==> src/dma_regs_pkg.sv <==
/*
 * Shared constants for the DMA global control, software request and interrupt register group.
 * Assumes a 32-bit register port with byte offsets and eight channels.
 */
package dma_regs_pkg;
    localparam int          NUM_CH          = 8;
    localparam int          ADDR_W          = 12;
    localparam logic [11:0] OFS_ENABLE      = 12'h004;
    localparam logic [11:0] OFS_SGL_REQ     = 12'h008;
    localparam logic [11:0] OFS_CHK_REQ     = 12'h00C;
    localparam logic [11:0] OFS_FINAL       = 12'h010;
    localparam logic [11:0] OFS_MASK_SET    = 12'h018;
    localparam logic [11:0] OFS_MASK_CLR    = 12'h01C;
    localparam logic [11:0] OFS_MASK_VIEW   = 12'h020;
    localparam logic [11:0] OFS_STATUS      = 12'h024;
    localparam int          ENABLE_BIT      = 0;
    localparam int          BUF_LSB         = 0;
    localparam int          CHAIN_LSB       = 8;
    localparam int          ERR_LSB         = 16;
    localparam int          EVT_W           = 24;
    localparam logic [31:0] RST_ZERO        = 32'h0000_0000;
endpackage : dma_regs_pkg

==> src/dma_sw_request_irq_regs.sv <==
/*
 * Global enable, software request, final marker and interrupt mask/status registers of an
 * eight-channel DMA controller. Assumes the channel engine drives one-cycle event pulses on
 * the system clock and consumes the one-cycle request pulses this block produces.
 */
// The strobed register port and the placing of the registers were decided locally.
// What this block does
// - Enable register bit zero drives ctrl_enable_out and gates the software request pulses; status flags and the interrupt work regardless.
// - Writing one at bit 2x requests a source single transfer on channel x.
// - Writing one at bit 2x+1 requests a destination single transfer.
// - Writing one at bit 2x of chunk register requests source chunk transfer.
// - Writing one at bit 2x+1 of chunk register requests destination chunk transfer.
// - Destination final marker set beforehand flags the destination request as last.
// - Source final marker set beforehand flags the source request as last.
// - Ones written to mask set register enable the matching interrupt mask bits.
// - Ones written to mask clear register disable the matching mask bits.
// - Mask view bits 7:0 show enabled buffer-complete interrupts.
// - Mask view bits 15:8 show enabled chained-buffer interrupts.
// - Mask view bits 23:16 show enabled error interrupts.
// - Buffer-complete status sets when a channel buffer terminates.
// - Chained status sets when chain terminates; descriptor fetching stops then.
// - Error status sets when a channel sees a bus error response.
`timescale 1ns/1ns
module dma_sw_request_irq_regs (
    input  wire logic        clk_in,
    input  wire logic        rstn_in,
    input  wire logic [11:0] addr_in,
    input  wire logic [31:0] wdata_in,
    input  wire logic        wr_in,
    input  wire logic        rd_in,
    output logic      [31:0] rdata_out,
    input  wire logic [7:0]  buffer_done_in,
    input  wire logic [7:0]  chain_done_in,
    input  wire logic [7:0]  bus_error_in,
    output logic             ctrl_enable_out,
    output logic      [7:0]  src_single_req_out,
    output logic      [7:0]  dst_single_req_out,
    output logic      [7:0]  src_chunk_req_out,
    output logic      [7:0]  dst_chunk_req_out,
    output logic      [7:0]  src_final_out,
    output logic      [7:0]  dst_final_out,
    output logic      [7:0]  descriptor_fetch_stop_out,
    output logic             irq_out
);

    logic        enable_ff;
    logic [15:0] final_ff;
    logic [15:0] sgl_ff;
    logic [15:0] chk_ff;
    logic [15:0] last_sgl_ff;
    logic [15:0] last_chk_ff;
    logic [23:0] mask_ff;
    logic [23:0] status_ff;
    logic [31:0] rdata_ff;
    logic [23:0] evt_set;
    logic [31:0] nxt_rdata;

    // Even bits of a request word belong to the source side, odd bits to the destination.
    function automatic logic [7:0] pick_lanes(input logic [15:0] w, input logic odd);
        logic [7:0] r;
        r = 8'h00;
        for (int i = 0; i < dma_regs_pkg::NUM_CH; i++) begin
            r[i] = w[2*i + int'(odd)];
        end
        return r;
    endfunction

    function automatic logic hit(input logic [11:0] a, input logic [11:0] ofs);
        return a == ofs;
    endfunction

    always_ff @(posedge clk_in or negedge rstn_in) begin
        if (!rstn_in) begin
            enable_ff <= 1'b0;
        end else if (wr_in && hit(addr_in, dma_regs_pkg::OFS_ENABLE)) begin
            enable_ff <= wdata_in[dma_regs_pkg::ENABLE_BIT];
        end
    end

    always_ff @(posedge clk_in or negedge rstn_in) begin
        if (!rstn_in) begin
            final_ff <= dma_regs_pkg::RST_ZERO[15:0];
        end else if (wr_in && hit(addr_in, dma_regs_pkg::OFS_FINAL)) begin
            final_ff <= wdata_in[15:0];
        end else begin
            // A marker is consumed by the request it qualifies, so a stale one cannot leak.
            final_ff <= final_ff & ~(sgl_ff | chk_ff);
        end
    end

    // gate by enable
    // Requests are one-cycle pulses; a write while disabled is dropped rather than queued.
    always_ff @(posedge clk_in or negedge rstn_in) begin
        if (!rstn_in) begin
            sgl_ff <= dma_regs_pkg::RST_ZERO[15:0];
            chk_ff <= dma_regs_pkg::RST_ZERO[15:0];
        end else begin
            sgl_ff <= (wr_in && enable_ff && hit(addr_in, dma_regs_pkg::OFS_SGL_REQ)) ?
                      wdata_in[15:0] : 16'h0000;
            chk_ff <= (wr_in && enable_ff && hit(addr_in, dma_regs_pkg::OFS_CHK_REQ)) ?
                      wdata_in[15:0] : 16'h0000;
        end
    end

    // Last-issued request words read back so software can see what was sent.
    always_ff @(posedge clk_in or negedge rstn_in) begin
        if (!rstn_in) begin
            last_sgl_ff <= dma_regs_pkg::RST_ZERO[15:0];
            last_chk_ff <= dma_regs_pkg::RST_ZERO[15:0];
        end else begin
            if (|sgl_ff) begin
                last_sgl_ff <= sgl_ff;
            end
            if (|chk_ff) begin
                last_chk_ff <= chk_ff;
            end
        end
    end

    assign ctrl_enable_out    = enable_ff;
    assign dst_single_req_out = pick_lanes(sgl_ff, 1'b1);
    assign src_single_req_out = pick_lanes(sgl_ff, 1'b0);
    assign dst_chunk_req_out  = pick_lanes(chk_ff, 1'b1);
    assign src_chunk_req_out  = pick_lanes(chk_ff, 1'b0);
    assign dst_final_out      = pick_lanes(final_ff & (sgl_ff | chk_ff), 1'b1);
    assign src_final_out      = pick_lanes(final_ff & (sgl_ff | chk_ff), 1'b0);

    // set ones, clear ones, zeros keep
    always_ff @(posedge clk_in or negedge rstn_in) begin
        if (!rstn_in) begin
            mask_ff <= dma_regs_pkg::RST_ZERO[23:0];
        end else if (wr_in && hit(addr_in, dma_regs_pkg::OFS_MASK_SET)) begin
            mask_ff <= mask_ff | wdata_in[23:0];
        end else if (wr_in && hit(addr_in, dma_regs_pkg::OFS_MASK_CLR)) begin
            mask_ff <= mask_ff & ~wdata_in[23:0];
        end
    end

    assign evt_set = {bus_error_in, chain_done_in, buffer_done_in};

    // Write one to clear; a new event in the same cycle wins so none is lost.
    always_ff @(posedge clk_in or negedge rstn_in) begin
        if (!rstn_in) begin
            status_ff <= dma_regs_pkg::RST_ZERO[23:0];
        end else if (wr_in && hit(addr_in, dma_regs_pkg::OFS_STATUS)) begin
            status_ff <= (status_ff & ~wdata_in[23:0]) | evt_set;
        end else begin
            status_ff <= status_ff | evt_set;
        end
    end

    assign descriptor_fetch_stop_out = status_ff[dma_regs_pkg::CHAIN_LSB +: 8];

    assign irq_out = |(status_ff & mask_ff);

    always_comb begin
        nxt_rdata = 32'h0000_0000;
        case (addr_in)
            dma_regs_pkg::OFS_ENABLE:    nxt_rdata[0] = enable_ff;
            dma_regs_pkg::OFS_SGL_REQ:   nxt_rdata[15:0] = last_sgl_ff;
            dma_regs_pkg::OFS_CHK_REQ:   nxt_rdata[15:0] = last_chk_ff;
            dma_regs_pkg::OFS_FINAL:     nxt_rdata[15:0] = final_ff;
            dma_regs_pkg::OFS_MASK_VIEW: nxt_rdata[23:0] = mask_ff;
            dma_regs_pkg::OFS_STATUS:    nxt_rdata[23:0] = status_ff;
            default:                     nxt_rdata = 32'h0000_0000;
        endcase
    end

    always_ff @(posedge clk_in or negedge rstn_in) begin
        if (!rstn_in) begin
            rdata_ff <= dma_regs_pkg::RST_ZERO;
        end else begin
            rdata_ff <= rd_in ? nxt_rdata : 32'h0000_0000;
        end
    end

    assign rdata_out = rdata_ff;

    enable_write_a: assert property (@(posedge clk_in) disable iff (!rstn_in)
        wr_in && addr_in == dma_regs_pkg::OFS_ENABLE |=> ctrl_enable_out == $past(wdata_in[0]))
        else $error("enable bit not taken");

    single_pulse_a: assert property (@(posedge clk_in) disable iff (!rstn_in)
        wr_in && enable_ff && addr_in == dma_regs_pkg::OFS_SGL_REQ && wdata_in[0]
        |=> src_single_req_out[0]
        // A write right behind the first may legally keep the pulse up a second cycle.
        ##1 (!src_single_req_out[0] || $past(wr_in)))
        else $error("source single request not pulsed");

    dst_single_a: assert property (@(posedge clk_in) disable iff (!rstn_in)
        wr_in && enable_ff && addr_in == dma_regs_pkg::OFS_SGL_REQ && wdata_in[15]
        |=> dst_single_req_out[7])
        else $error("destination single request missing");

    src_chunk_a: assert property (@(posedge clk_in) disable iff (!rstn_in)
        wr_in && enable_ff && addr_in == dma_regs_pkg::OFS_CHK_REQ && wdata_in[2]
        |=> src_chunk_req_out[1])
        else $error("source chunk request missing");

    dst_chunk_a: assert property (@(posedge clk_in) disable iff (!rstn_in)
        wr_in && enable_ff && addr_in == dma_regs_pkg::OFS_CHK_REQ && wdata_in[1]
        |=> dst_chunk_req_out[0])
        else $error("destination chunk request missing");

    final_flag_a: assert property (@(posedge clk_in) disable iff (!rstn_in)
        (dst_single_req_out[0] || dst_chunk_req_out[0]) && final_ff[1] |-> dst_final_out[0])
        else $error("destination last flag not passed");

    mask_set_a: assert property (@(posedge clk_in) disable iff (!rstn_in)
        wr_in && addr_in == dma_regs_pkg::OFS_MASK_SET |=> (mask_ff & $past(wdata_in[23:0]))
        == $past(wdata_in[23:0]))
        else $error("mask set failed");

    mask_clear_a: assert property (@(posedge clk_in) disable iff (!rstn_in)
        wr_in && addr_in == dma_regs_pkg::OFS_MASK_CLR |=> (mask_ff & $past(wdata_in[23:0]))
        == 24'h00_0000)
        else $error("mask clear failed");

    mask_read_a: assert property (@(posedge clk_in) disable iff (!rstn_in)
        rd_in && addr_in == dma_regs_pkg::OFS_MASK_VIEW |=> rdata_out == {8'h00, $past(mask_ff)})
        else $error("mask view wrong");

    event_sticky_a: assert property (@(posedge clk_in) disable iff (!rstn_in)
        buffer_done_in[0] |=> status_ff[0])
        else $error("buffer event lost");

    irq_level_a: assert property (@(posedge clk_in) disable iff (!rstn_in)
        irq_out == |(status_ff & mask_ff))
        else $error("interrupt level wrong");

    disabled_quiet_a: assert property (@(posedge clk_in) disable iff (!rstn_in)
        !enable_ff |=> !(|src_single_req_out) && !(|dst_single_req_out)
            && !(|src_chunk_req_out) && !(|dst_chunk_req_out))
        else $error("request while disabled");

    // Bits above the enable bit are unused, so only bit zero may switch the controller.
    enable_width_a: assert property (@(posedge clk_in) disable iff (!rstn_in)
        wr_in && addr_in == dma_regs_pkg::OFS_ENABLE && !wdata_in[dma_regs_pkg::ENABLE_BIT]
        |=> !ctrl_enable_out)
        else $error("enable taken from an unused bit");

    enable_hold_a: assert property (@(posedge clk_in) disable iff (!rstn_in)
        !(wr_in && addr_in == dma_regs_pkg::OFS_ENABLE) |=> $stable(ctrl_enable_out))
        else $error("enable changed without a write");

    final_keep_a: assert property (@(posedge clk_in) disable iff (!rstn_in)
        wr_in && addr_in == dma_regs_pkg::OFS_FINAL |=> final_ff == $past(wdata_in[15:0]))
        else $error("final markers not stored");

    // A marker qualifies one request only; a later request must not inherit it.
    dst_consume_a: assert property (@(posedge clk_in) disable iff (!rstn_in)
        dst_final_out[0] && !(wr_in && addr_in == dma_regs_pkg::OFS_FINAL)
        |=> !final_ff[1])
        else $error("destination marker not consumed");

    src_consume_a: assert property (@(posedge clk_in) disable iff (!rstn_in)
        src_final_out[0] && !(wr_in && addr_in == dma_regs_pkg::OFS_FINAL)
        |=> !final_ff[0])
        else $error("source marker not consumed");

    src_no_flag_a: assert property (@(posedge clk_in) disable iff (!rstn_in)
        !src_single_req_out[0] && !src_chunk_req_out[0] |-> !src_final_out[0])
        else $error("source last flag without request");

    dst_no_flag_a: assert property (@(posedge clk_in) disable iff (!rstn_in)
        !dst_single_req_out[0] && !dst_chunk_req_out[0] |-> !dst_final_out[0])
        else $error("destination last flag without request");

    src_lanes_a: assert property (@(posedge clk_in) disable iff (!rstn_in)
        wr_in && enable_ff && addr_in == dma_regs_pkg::OFS_SGL_REQ
        |=> src_single_req_out == $past({wdata_in[14], wdata_in[12], wdata_in[10],
            wdata_in[8], wdata_in[6], wdata_in[4], wdata_in[2], wdata_in[0]}))
        else $error("source single lanes wrong");

    dst_lanes_a: assert property (@(posedge clk_in) disable iff (!rstn_in)
        wr_in && enable_ff && addr_in == dma_regs_pkg::OFS_CHK_REQ
        |=> dst_chunk_req_out == $past({wdata_in[15], wdata_in[13], wdata_in[11],
            wdata_in[9], wdata_in[7], wdata_in[5], wdata_in[3], wdata_in[1]}))
        else $error("destination chunk lanes wrong");

    // Requests are pulses; a level here would repeat a transfer every cycle.
    dst_pulse_a: assert property (@(posedge clk_in) disable iff (!rstn_in)
        (|dst_single_req_out) && !(wr_in && addr_in == dma_regs_pkg::OFS_SGL_REQ)
        |=> dst_single_req_out == 8'h00)
        else $error("destination single request held");

    chunk_pulse_a: assert property (@(posedge clk_in) disable iff (!rstn_in)
        (|src_chunk_req_out) && !(wr_in && addr_in == dma_regs_pkg::OFS_CHK_REQ)
        |=> src_chunk_req_out == 8'h00)
        else $error("source chunk request held");

    mask_keep_set_a: assert property (@(posedge clk_in) disable iff (!rstn_in)
        wr_in && addr_in == dma_regs_pkg::OFS_MASK_SET |=> (mask_ff & ~$past(wdata_in[23:0]))
        == ($past(mask_ff) & ~$past(wdata_in[23:0])))
        else $error("mask set touched a zero bit");

    mask_keep_clr_a: assert property (@(posedge clk_in) disable iff (!rstn_in)
        wr_in && addr_in == dma_regs_pkg::OFS_MASK_CLR |=> (mask_ff | $past(wdata_in[23:0]))
        == ($past(mask_ff) | $past(wdata_in[23:0])))
        else $error("mask clear touched a zero bit");

    mask_hold_a: assert property (@(posedge clk_in) disable iff (!rstn_in)
        !(wr_in && (addr_in == dma_regs_pkg::OFS_MASK_SET
            || addr_in == dma_regs_pkg::OFS_MASK_CLR))
        |=> $stable(mask_ff))
        else $error("mask changed without a write");

    buf_view_a: assert property (@(posedge clk_in) disable iff (!rstn_in)
        rd_in && addr_in == dma_regs_pkg::OFS_MASK_VIEW
        |=> rdata_out[dma_regs_pkg::BUF_LSB +: 8] == $past(mask_ff[dma_regs_pkg::BUF_LSB +: 8]))
        else $error("buffer mask view wrong");

    chain_view_a: assert property (@(posedge clk_in) disable iff (!rstn_in)
        rd_in && addr_in == dma_regs_pkg::OFS_MASK_VIEW
        |=> rdata_out[dma_regs_pkg::CHAIN_LSB +: 8]
            == $past(mask_ff[dma_regs_pkg::CHAIN_LSB +: 8]))
        else $error("chain mask view wrong");

    err_view_a: assert property (@(posedge clk_in) disable iff (!rstn_in)
        rd_in && addr_in == dma_regs_pkg::OFS_MASK_VIEW
        |=> rdata_out[dma_regs_pkg::ERR_LSB +: 8] == $past(mask_ff[dma_regs_pkg::ERR_LSB +: 8]))
        else $error("error mask view wrong");

    rdata_idle_a: assert property (@(posedge clk_in) disable iff (!rstn_in)
        !rd_in |=> rdata_out == 32'h0000_0000)
        else $error("read data outside the read slot");

    chain_sticky_a: assert property (@(posedge clk_in) disable iff (!rstn_in)
        chain_done_in[0] |=> status_ff[8] && descriptor_fetch_stop_out[0])
        else $error("chain event lost");

    error_sticky_a: assert property (@(posedge clk_in) disable iff (!rstn_in)
        bus_error_in[1] |=> status_ff[17])
        else $error("error event lost");

    err_read_a: assert property (@(posedge clk_in) disable iff (!rstn_in)
        rd_in && addr_in == dma_regs_pkg::OFS_STATUS
        |=> rdata_out[dma_regs_pkg::ERR_LSB +: 8] == $past(status_ff[dma_regs_pkg::ERR_LSB +: 8]))
        else $error("error flags read wrong");

    // A flag must stay until software clears it, or an interrupt could vanish unseen.
    status_hold_a: assert property (@(posedge clk_in) disable iff (!rstn_in)
        status_ff[0] && !(wr_in && addr_in == dma_regs_pkg::OFS_STATUS && wdata_in[0])
        |=> status_ff[0])
        else $error("buffer flag dropped");

    status_clear_a: assert property (@(posedge clk_in) disable iff (!rstn_in)
        wr_in && addr_in == dma_regs_pkg::OFS_STATUS && wdata_in[0] && !buffer_done_in[0]
        |=> !status_ff[0])
        else $error("buffer flag not cleared");

    irq_follow_a: assert property (@(posedge clk_in) disable iff (!rstn_in)
        buffer_done_in[0] && mask_ff[0] && !(wr_in && addr_in == dma_regs_pkg::OFS_MASK_CLR)
        |=> irq_out)
        else $error("unmasked event raised no interrupt");

    irq_quiet_a: assert property (@(posedge clk_in) disable iff (!rstn_in)
        status_ff == 24'h00_0000 |-> !irq_out)
        else $error("interrupt without a flag");

endmodule // dma_sw_request_irq_regs

==> config.mk <==
export PLATFORM = sky130hd
export DESIGN_NAME = dma_sw_request_irq_regs
export DESIGN_NICKNAME = d
export VERILOG_FILES = /design/src/dma_regs_pkg.sv /design/src/dma_sw_request_irq_regs.sv
export SDC_FILE = /design/constraint.sdc
export NUM_CORES = 1
export LEC_CHECK = 0
export CORE_MARGIN = 2
export CORE_UTILIZATION = 35
export DETAILED_ROUTE_END_ITERATION = 16
export DONT_BUFFER_PORTS = 1
export HOLD_SLACK_MARGIN = 0.06
export PLACE_DENSITY = 0.54
export SLEW_MARGIN = 20
export SYNTH_ARGS = -nofsm -noshare
export SYNTH_HDL_FRONTEND = slang
export SYNTH_SLANG_ARGS = --single-unit
==> constraint.sdc <==
create_clock -name clk_in -period 1.65 [get_ports clk_in]
set_input_delay 0.165 -clock clk_in [delete_from_list [all_inputs] [get_ports clk_in]]
set_output_delay 0.165 -clock clk_in [all_outputs]
set_load 0.01 [all_outputs]
* Yosys cells after proc, flatten, opt, wreduce, memory -nomap -nowiden *
Index checks and enable logic that the tools add are counted.

operators by class
  mux-type cells = 10
  reductions and logical operators = 12
  equality and inequality tests = 8
  bitwise gates (word level) = 11

operators with widths
  operator                                                                 count
  24-bit two-way mux                                                       4
  15-bit case mux with 5 select lines                                      1
  24-bit AND                                                               3
  24-bit OR                                                                3
  16-bit two-way mux                                                       3
  12-bit by 5-bit equality test with 1-bit output (second input constant)  3
  16-bit AND                                                               2
  16-bit OR reduction                                                      2
  12-bit by 4-bit equality test with 1-bit output (second input constant)  2
  12-bit by 6-bit equality test with 1-bit output (second input constant)  2
  24-bit NOT                                                               1
  24-bit OR reduction                                                      1
  16-bit NOT                                                               1
  16-bit OR                                                                1
  8-bit case mux with 2 select lines                                       1
  12-bit by 3-bit equality test with 1-bit output (second input constant)  1
  1-bit logical AND                                                        8
  1-bit case mux with 6 select lines                                       1
  2-bit nonzero test                                                       1

storage, ports and cells
  logic and storage cells = 50
  register bits after elaboration = 153
  bits of input ports = 72
  output and inout port bits = 90

* Logic depth before layout (Yosys ltp) *
Gate-level depths: netlist (run 1).

  depth in word-level cells = 4
  gate-level depth with buffers = 8
  gate-level depth less buffers = 4

* Worst setup path after synthesis (run 1) *
OpenSTA, ideal clock, no wires.

  kind = flip-flop to flip-flop
  start = reg chk_ff[11]
  end = reg last_chk_ff[10]
  arrival = 1380 ps
  stages on the path, launching flop included = 6
  setup time = 64 ps
  data required time = 1586 ps
  clock period less this slack = 1444 ps
  path buffers = 2
  slack = 206 ps
  cell sequence = dfrtp_1 -> nor4_1 -> and4_1 -> clkbuf_1 -> buf_2 -> a21o_1

on the way
  longest elaborated chain between the ends = 1

ends and longest elaborated chain
  element                 line                            RTL
  from (decl)             dma_sw_request_irq_regs.sv:49   logic [15:0] chk_ff;
  from (signal assigned)  dma_sw_request_irq_regs.sv:96   chk_ff <= dma_regs_pkg::RST_ZERO[15:0];
  from (signal assigned)  dma_sw_request_irq_regs.sv:100  chk_ff <= (wr_in && enable_ff && hit(addr_in, dma_regs_pkg::OFS_CHK_REQ)) ?
  16-bit OR reduction     dma_sw_request_irq_regs.sv:114  if (|chk_ff) begin
  to (signal assigned)    dma_sw_request_irq_regs.sv:109  last_chk_ff <= dma_regs_pkg::RST_ZERO[15:0];
  to (signal assigned)    dma_sw_request_irq_regs.sv:115  last_chk_ff <= chk_ff;
  to (decl)               dma_sw_request_irq_regs.sv:51   logic [15:0] last_chk_ff;

Every way passes these cells.
A chain may end at the register's enable or synchronous reset.

* Worst setup path after layout (run 1) *
  start = reg status_ff[15]
  end = out irq_out

on the way
  longest elaborated chain between the ends = 2

ends and longest elaborated chain
  element                 line                            RTL
  from (decl)             dma_sw_request_irq_regs.sv:53   logic [23:0] status_ff;
  from (signal assigned)  dma_sw_request_irq_regs.sv:144  status_ff <= dma_regs_pkg::RST_ZERO[23:0];
  from (signal assigned)  dma_sw_request_irq_regs.sv:146  status_ff <= (status_ff & ~wdata_in[23:0]) | evt_set;
  from (signal assigned)  dma_sw_request_irq_regs.sv:148  status_ff <= status_ff | evt_set;
  24-bit AND              dma_sw_request_irq_regs.sv:154  assign irq_out = |(status_ff & mask_ff);
  24-bit OR reduction     dma_sw_request_irq_regs.sv:154
  to (decl)               dma_sw_request_irq_regs.sv:43   output logic irq_out

Every way passes these cells.

==> results of run 1 <==
## layout make-up
cell class,count,share of cell area (%)
well taps,270,3.802
multi-input cells,446,32.88
flip-flops and latches,153,43.10
clock inverters,15,1.493
repair buffers,113,11.91
clock buffers,17,4.787
inverters,48,2.028
## stage by stage
stage               setup slack (ns)  std cells
CTS                          -0.1455       1062
finish                       -0.1255       1062
floorplan                     0.2058        708
detailed placement          -0.02174        971
global placement           -0.006411        971
global route                 -0.2137       1062
## critical path, cell delays in order (launching register included)
cell and delay [ns]:
dfrtp_1 0.49, a22oi_1 0.22, nand4_1 0.11, nor2_1 0.15
nand4_1 0.23
## layout by cell type, fill, tap and decap left out, types with 4 or more instances in the layout
cell           instances
and3_1                16
and4_1                 4
a22oi_1                9
mux2i_1               25
clkbuf_16             17
a21o_1                32
o21ai_0               23
inv_1                 48
nand3_1               41
buf_4                 50
clkinv_4               5
a21oi_1               11
dfrtp_1              152
a31oi_1               25
nor4_1                 7
conb_1                 8
a21oi_2               20
mux2_2                16
nand4_1                4
o21ai_1               10
a32oi_1                8
nor2_1                43
nand3b_1              33
nor2b_1               28
nand2_1               33
and2_1                35
dlygate4sd3_1         57
inv_6                  4
buf_12                 5
## cells by family (layout without fill, tap and decap cells)
group	Yosys count	in the layout	share of synthesized area, %
and+or+nand+nor	255	255	20.11
DFF	153	153	53.00
AOI/OAI and AO/OA	142	142	13.34
buffers and inverters	109	193	7.551
muxes	41	41	5.958
other	1	8	0.05191
## layer usage
metal,part of all wire [%],global-route usage [%]
met1,43,28.91
met2,47,33.58
met3,9.1,7.130
met4,0.97,4.279
met5,0,0
## worst min path at each step
stage,start,end,slack [ns]
final,rstn_in,last_chk_ff[15],-0.57
after global routing,rstn_in,last_chk_ff[15],-0.59
after CTS,rstn_in,last_chk_ff[15],-0.59
after detailed placement,rstn_in,last_sgl_ff[5],-0.13
after global placement,rstn_in,rdata_out[5],-0.12
after floorplan,rstn_in,asynchronous set/reset pin,-0.13
## what timing repair did
action                                 4_1_cts  5_1_grt
setup endpoints to repair                   17       52
gates resized for setup                      4        7
endpoints found under the hold margin      259      154
cloned                                       0        0
buffers inserted                             1        0
## power breakdown
| part | leakage [nW] | switching, W | internal (W) |
|---|---|---|---|
| Clock | 0.271 | 0.00173 | 0.00198 |
| Combinational | 2.21 | 0.000142 | 0.000123 |
| Sequential | 1.80 | 0.00000550 | 0.00376 |
| Total | 4.29 | 0.00188 | 0.00586 |
==> run metrics, run 1 <==
die span in y=147.7 um; clk slew on worst S/H paths=roughly 0.070 ns; Root Driver=clkbuf_16; top-count cell post-synth=dfrtp_1; FP Rows=52; H-tree Lvls=4; Die ar.=0.02181 sq mm; mapped cell area=about 0.0072 sq mm; Synth top cells by count=153 x dfrtp_1, 48 x inv_1, 43 x nor2_1, 41 x nand3_1, 36 x and2_1; cts hold-fix bufs=just under 60; fin worst setup slack=-0.1255 ns; total gr overflow=0; P per Cell Area=870.4 mW/mm^2; DRT Pass-1 Iters=4; FF+latch count, synth=approximately 150; crit end category=primary output; Clk Latency, worst-skew pair=0.43 ns; Slew Viols, Final=0; antenna-violating nets left=0; Setup violations, final=1; nets=851; final core occ=a little over two fifths; CTS Buf Count=17; worst clock skew=0.009823 ns; Total Routed Length=22.88 mm; Core ar.=0.02023 sq mm; top_reg_cell synth=dfrtp_1; # port buffers=0; Via density=5.308; Setup Total Neg Slack=-0.1255 ns; storage element area=0.003830 sq mm; depth of the most critical reg-to-reg path=5; Post-Syn Area per Cell=10.31 sq um; hpwl dp=15.34 mm; Iter 0 DRT Violations=448; Vias=5637; DRC Markers=0; Hold Vio Cnt, Final=between 150 and 200; Hold WC Path Type=input pin to asynchronous set/reset pin; top post-synthesis cells by area=dfrtp_1 53%, mux2i_1 3.5%, nand3b_1 3.4%, a21o_1 3.3%, and2_1 3.1%; max frequency=0.5632 GHz; max_cap viols=0; Synthesis Warnings=0; RSZ-0062 raised after global routing=yes; I/O pin cnt=162; post-synth cell types=38; number of global-route vias before repair=just under 6000; worst-path maximum fanout=4; Critical Path Source=status_ff[15]; Crit Path Category=register to primary output; post-route cell area=about 0.0089 sq mm; Worst R2R Setup Slack=0.11 ns; filler instances=1930; Syn Inst Count=701; chip width=147.7 um; Worst-Margin Slew=0.9542 ns; worst hold slack=-0.5654 ns; n_diodes=0; reg-to-reg critical path endpoint=last_chk_ff[9]; clock tree buffer depth=2; share of cells above drive strength 1=between 10% and 20%; worst ir drop on vdd=0.0007242 V; period utilisation layout=107.6%; GRT Util Overall=21.33%; number of synthesized flops with an enable pin=0; largest net degree at the start of global routing=154; WL/cell=21.55 um; Starting Density=35.70%; Worst Path Required=approximately 1.5 ns; failing checks=negative hold slack, negative setup slack; CTS tree=built; Slew HR=a little over a third; leakage=4.288 nW; post-layout power=slightly below 0.008 W; largest area contributor in the netlist=dfrtp_1; crit start category=register; sequential cell area fraction in the yosys report=approximately 53%; multi-input logic area=0.002922 sq mm; initial antenna violation count=0; Synth top area share=53.00%; ys async rst share=100.0%; CTS sink cnt=153; Critical R2R Launch=chk_ff[3]; Placed Area=between 0.007 and 0.008 sq mm; area grow syn2layout=23.00%; Period minus WS final=1.776 ns; routability congestion estimate=0.8082; global-route wire length before repair=35.23 mm; Setup crit end=irq_out; Critical Path AT=1.61 ns; status=finished with violations
No activity file was read; power rests on OpenSTA's default activity.
==> inputs of run 2 (changes only) <==
CORE_MARGIN = 4   (was 2)
==> run 2 against run 1 <==
Against the previous run:
- the flow still finishes with violations (negative hold slack, negative setup slack)
- design area up 0.79%
- worst setup slack worse by 0.037 ns
- maximum frequency down 2.0%
- clock-buffer cell count up 2
- total power up 2.7%
- die area up 5.5%
- wire length up 0.49%
- critical endpoint unchanged
- clock power up 5%
- non-clock buffer count up 3
==> run metrics, run 2 (synthesis results as in run 1) <==
n_diodes=0; cts hold-fix bufs=57; P per Cell Area=between 800 and 900 mW/mm^2; routability congestion estimate=0.8351; WL/cell=approximately 22 um; Crit path largest cell delay=between 0.4 and 0.5 ns; Total Routed Length=22.99 mm; filler instances=1946; CTS sink cnt=153; status=finished with violations; H-tree Lvls=4; number of global-route vias before repair=about 5800; Placed Area=roughly 0.0077 sq mm; post-route cell area=0.008956 sq mm; chip width=151.7 um; Via density=5.254; I/O pin cnt=162; slowest CP cell=dfrtp_1; Clk Latency, worst-skew pair=0.43 ns; fin worst setup slack=-0.1623 ns; antenna-violating nets left=0; max_cap viols=0; Period minus WS final=1.812 ns; initial antenna violation count=0; RSZ-0062 raised after global routing=yes; DRT Pass-1 Iters=4; nets=854; clock tree buffer depth=2; crit end category=primary output; Iter 0 DRT Violations=408; GRT Util Overall=around a fifth; worst ir drop on vdd=0.0006633 V; Hold Vio Cnt, Final=153; die span in y=151.7 um; most frequent cells in the layout=150 x dfrtp_1, 56 x dlygate4sd3_1, 52 x buf_4; leakage=~4.3 nW; total gr overflow=0; max frequency=0.5518 GHz; global-route wire length before repair=between 30 and 40 mm; FP Rows=52; CTS tree=built; worst-path maximum fanout=2; commonest non-fill, non-tap cell in the layout=dfrtp_1; Core ar.=a little over 0.02 sq mm; # port buffers=0; final core occ=about 44%; Bufs and invs on worst path=1; share of cells above drive strength 1=between 15 and 20%; Crit Path Category=register to primary output; failing checks=negative hold slack, negative setup slack; worst clock skew=between 0.006 and 0.007 ns; Setup Total Neg Slack=-0.1623 ns; clk slew on worst S/H paths=about 0.07 ns; Worst Path Required=1.48 ns; crit path cell chain=a22o_1 -> a221oi_2 -> buf_4 -> nand4_1; Vias=5595; CTS Buf Count=17; Critical Path AT=approximately 1.7 ns; pre-CTS setup slack=-0.04933 ns; worst hold slack=-0.5649 ns; Hold WC Path Type=input pin to asynchronous set/reset pin; Starting Density=35.59%; Slew Viols, Final=0; Top delay family on crit path=flip-flops; period utilisation layout=109.8%; largest net degree at the start of global routing=154; Setup violations, final=1; area grow syn2layout=23.97%; Root Driver=clkbuf_16; Die ar.=around 0.023 sq mm; hpwl dp=~16 mm; DRC Markers=0; crit start category=register
run 2: stage by stage:
| stage | cells | total power (W) |
|---|---|---|
| after CTS | 1065 | 0.008010 |
| final | 1065 | 0.007940 |
| after detailed placement | 975 | 0.003984 |
| after global routing | 1065 | 0.008204 |
| after global placement | 975 | 0.003982 |
| after floorplan | 708 | 0.004003 |
run 2: area by class of cell:
cell class / instances / area (sq um) / share of cell area [%]
Sequential cell: 153 / 3832 / 42.79
Multi-Input combinational cell: 446 / 2908 / 32.47
Timing Repair Buffer: 116 / 1111 / 12.41
Clock buffer: 19 / 452.9 / 5.057
Tap cell: 270 / 337.8 / 3.772
Inverter: 48 / 180.2 / 2.012
Clock inverter: 13 / 133.9 / 1.495
run 2: repair_timing:
item                                    CTS  global route
endpoints found under the setup margin   17            56
pin swaps                                 0             3
gates resized for setup                   3             7
hold endpoints to repair                262           153
setup buffers                             1             0
run 2: worst paths after layout:
check	from	endpoint	slack (ns)	depth (start not counted)
min in group clk_in	addr_in[2]	rdata_out[9]	0.08	3
setup reg to reg	chk_ff[14]	last_chk_ff[10]	0.08	5
hold reg to reg	last_chk_ff[8]	last_chk_ff[8]	0.47	1
max in group asynchronous	rstn_in	asynchronous set/reset pin	2.06	0
setup / recovery	status_ff[14]	irq_out	-0.16	4
hold / removal	rstn_in	status_ff[11]	-0.56	0
run 2: layer usage:
layer  vias to the layer above  wire length [um]  GRT usage [%]
li1                       2567                 -              -
met1                      2833              9996          26.95
met2                       175             10980          32.33
met3                        20              1691          6.365
met4                         0               329          5.705
met5                         -                 0              0
run 2: where the power goes:
group          internal [W]  leakage (nW)  switching, W
combinational      0.000136          2.24      0.000149
sequential          0.00376          1.80    0.00000564
clock               0.00220         0.280       0.00169
total               0.00609          4.32       0.00185
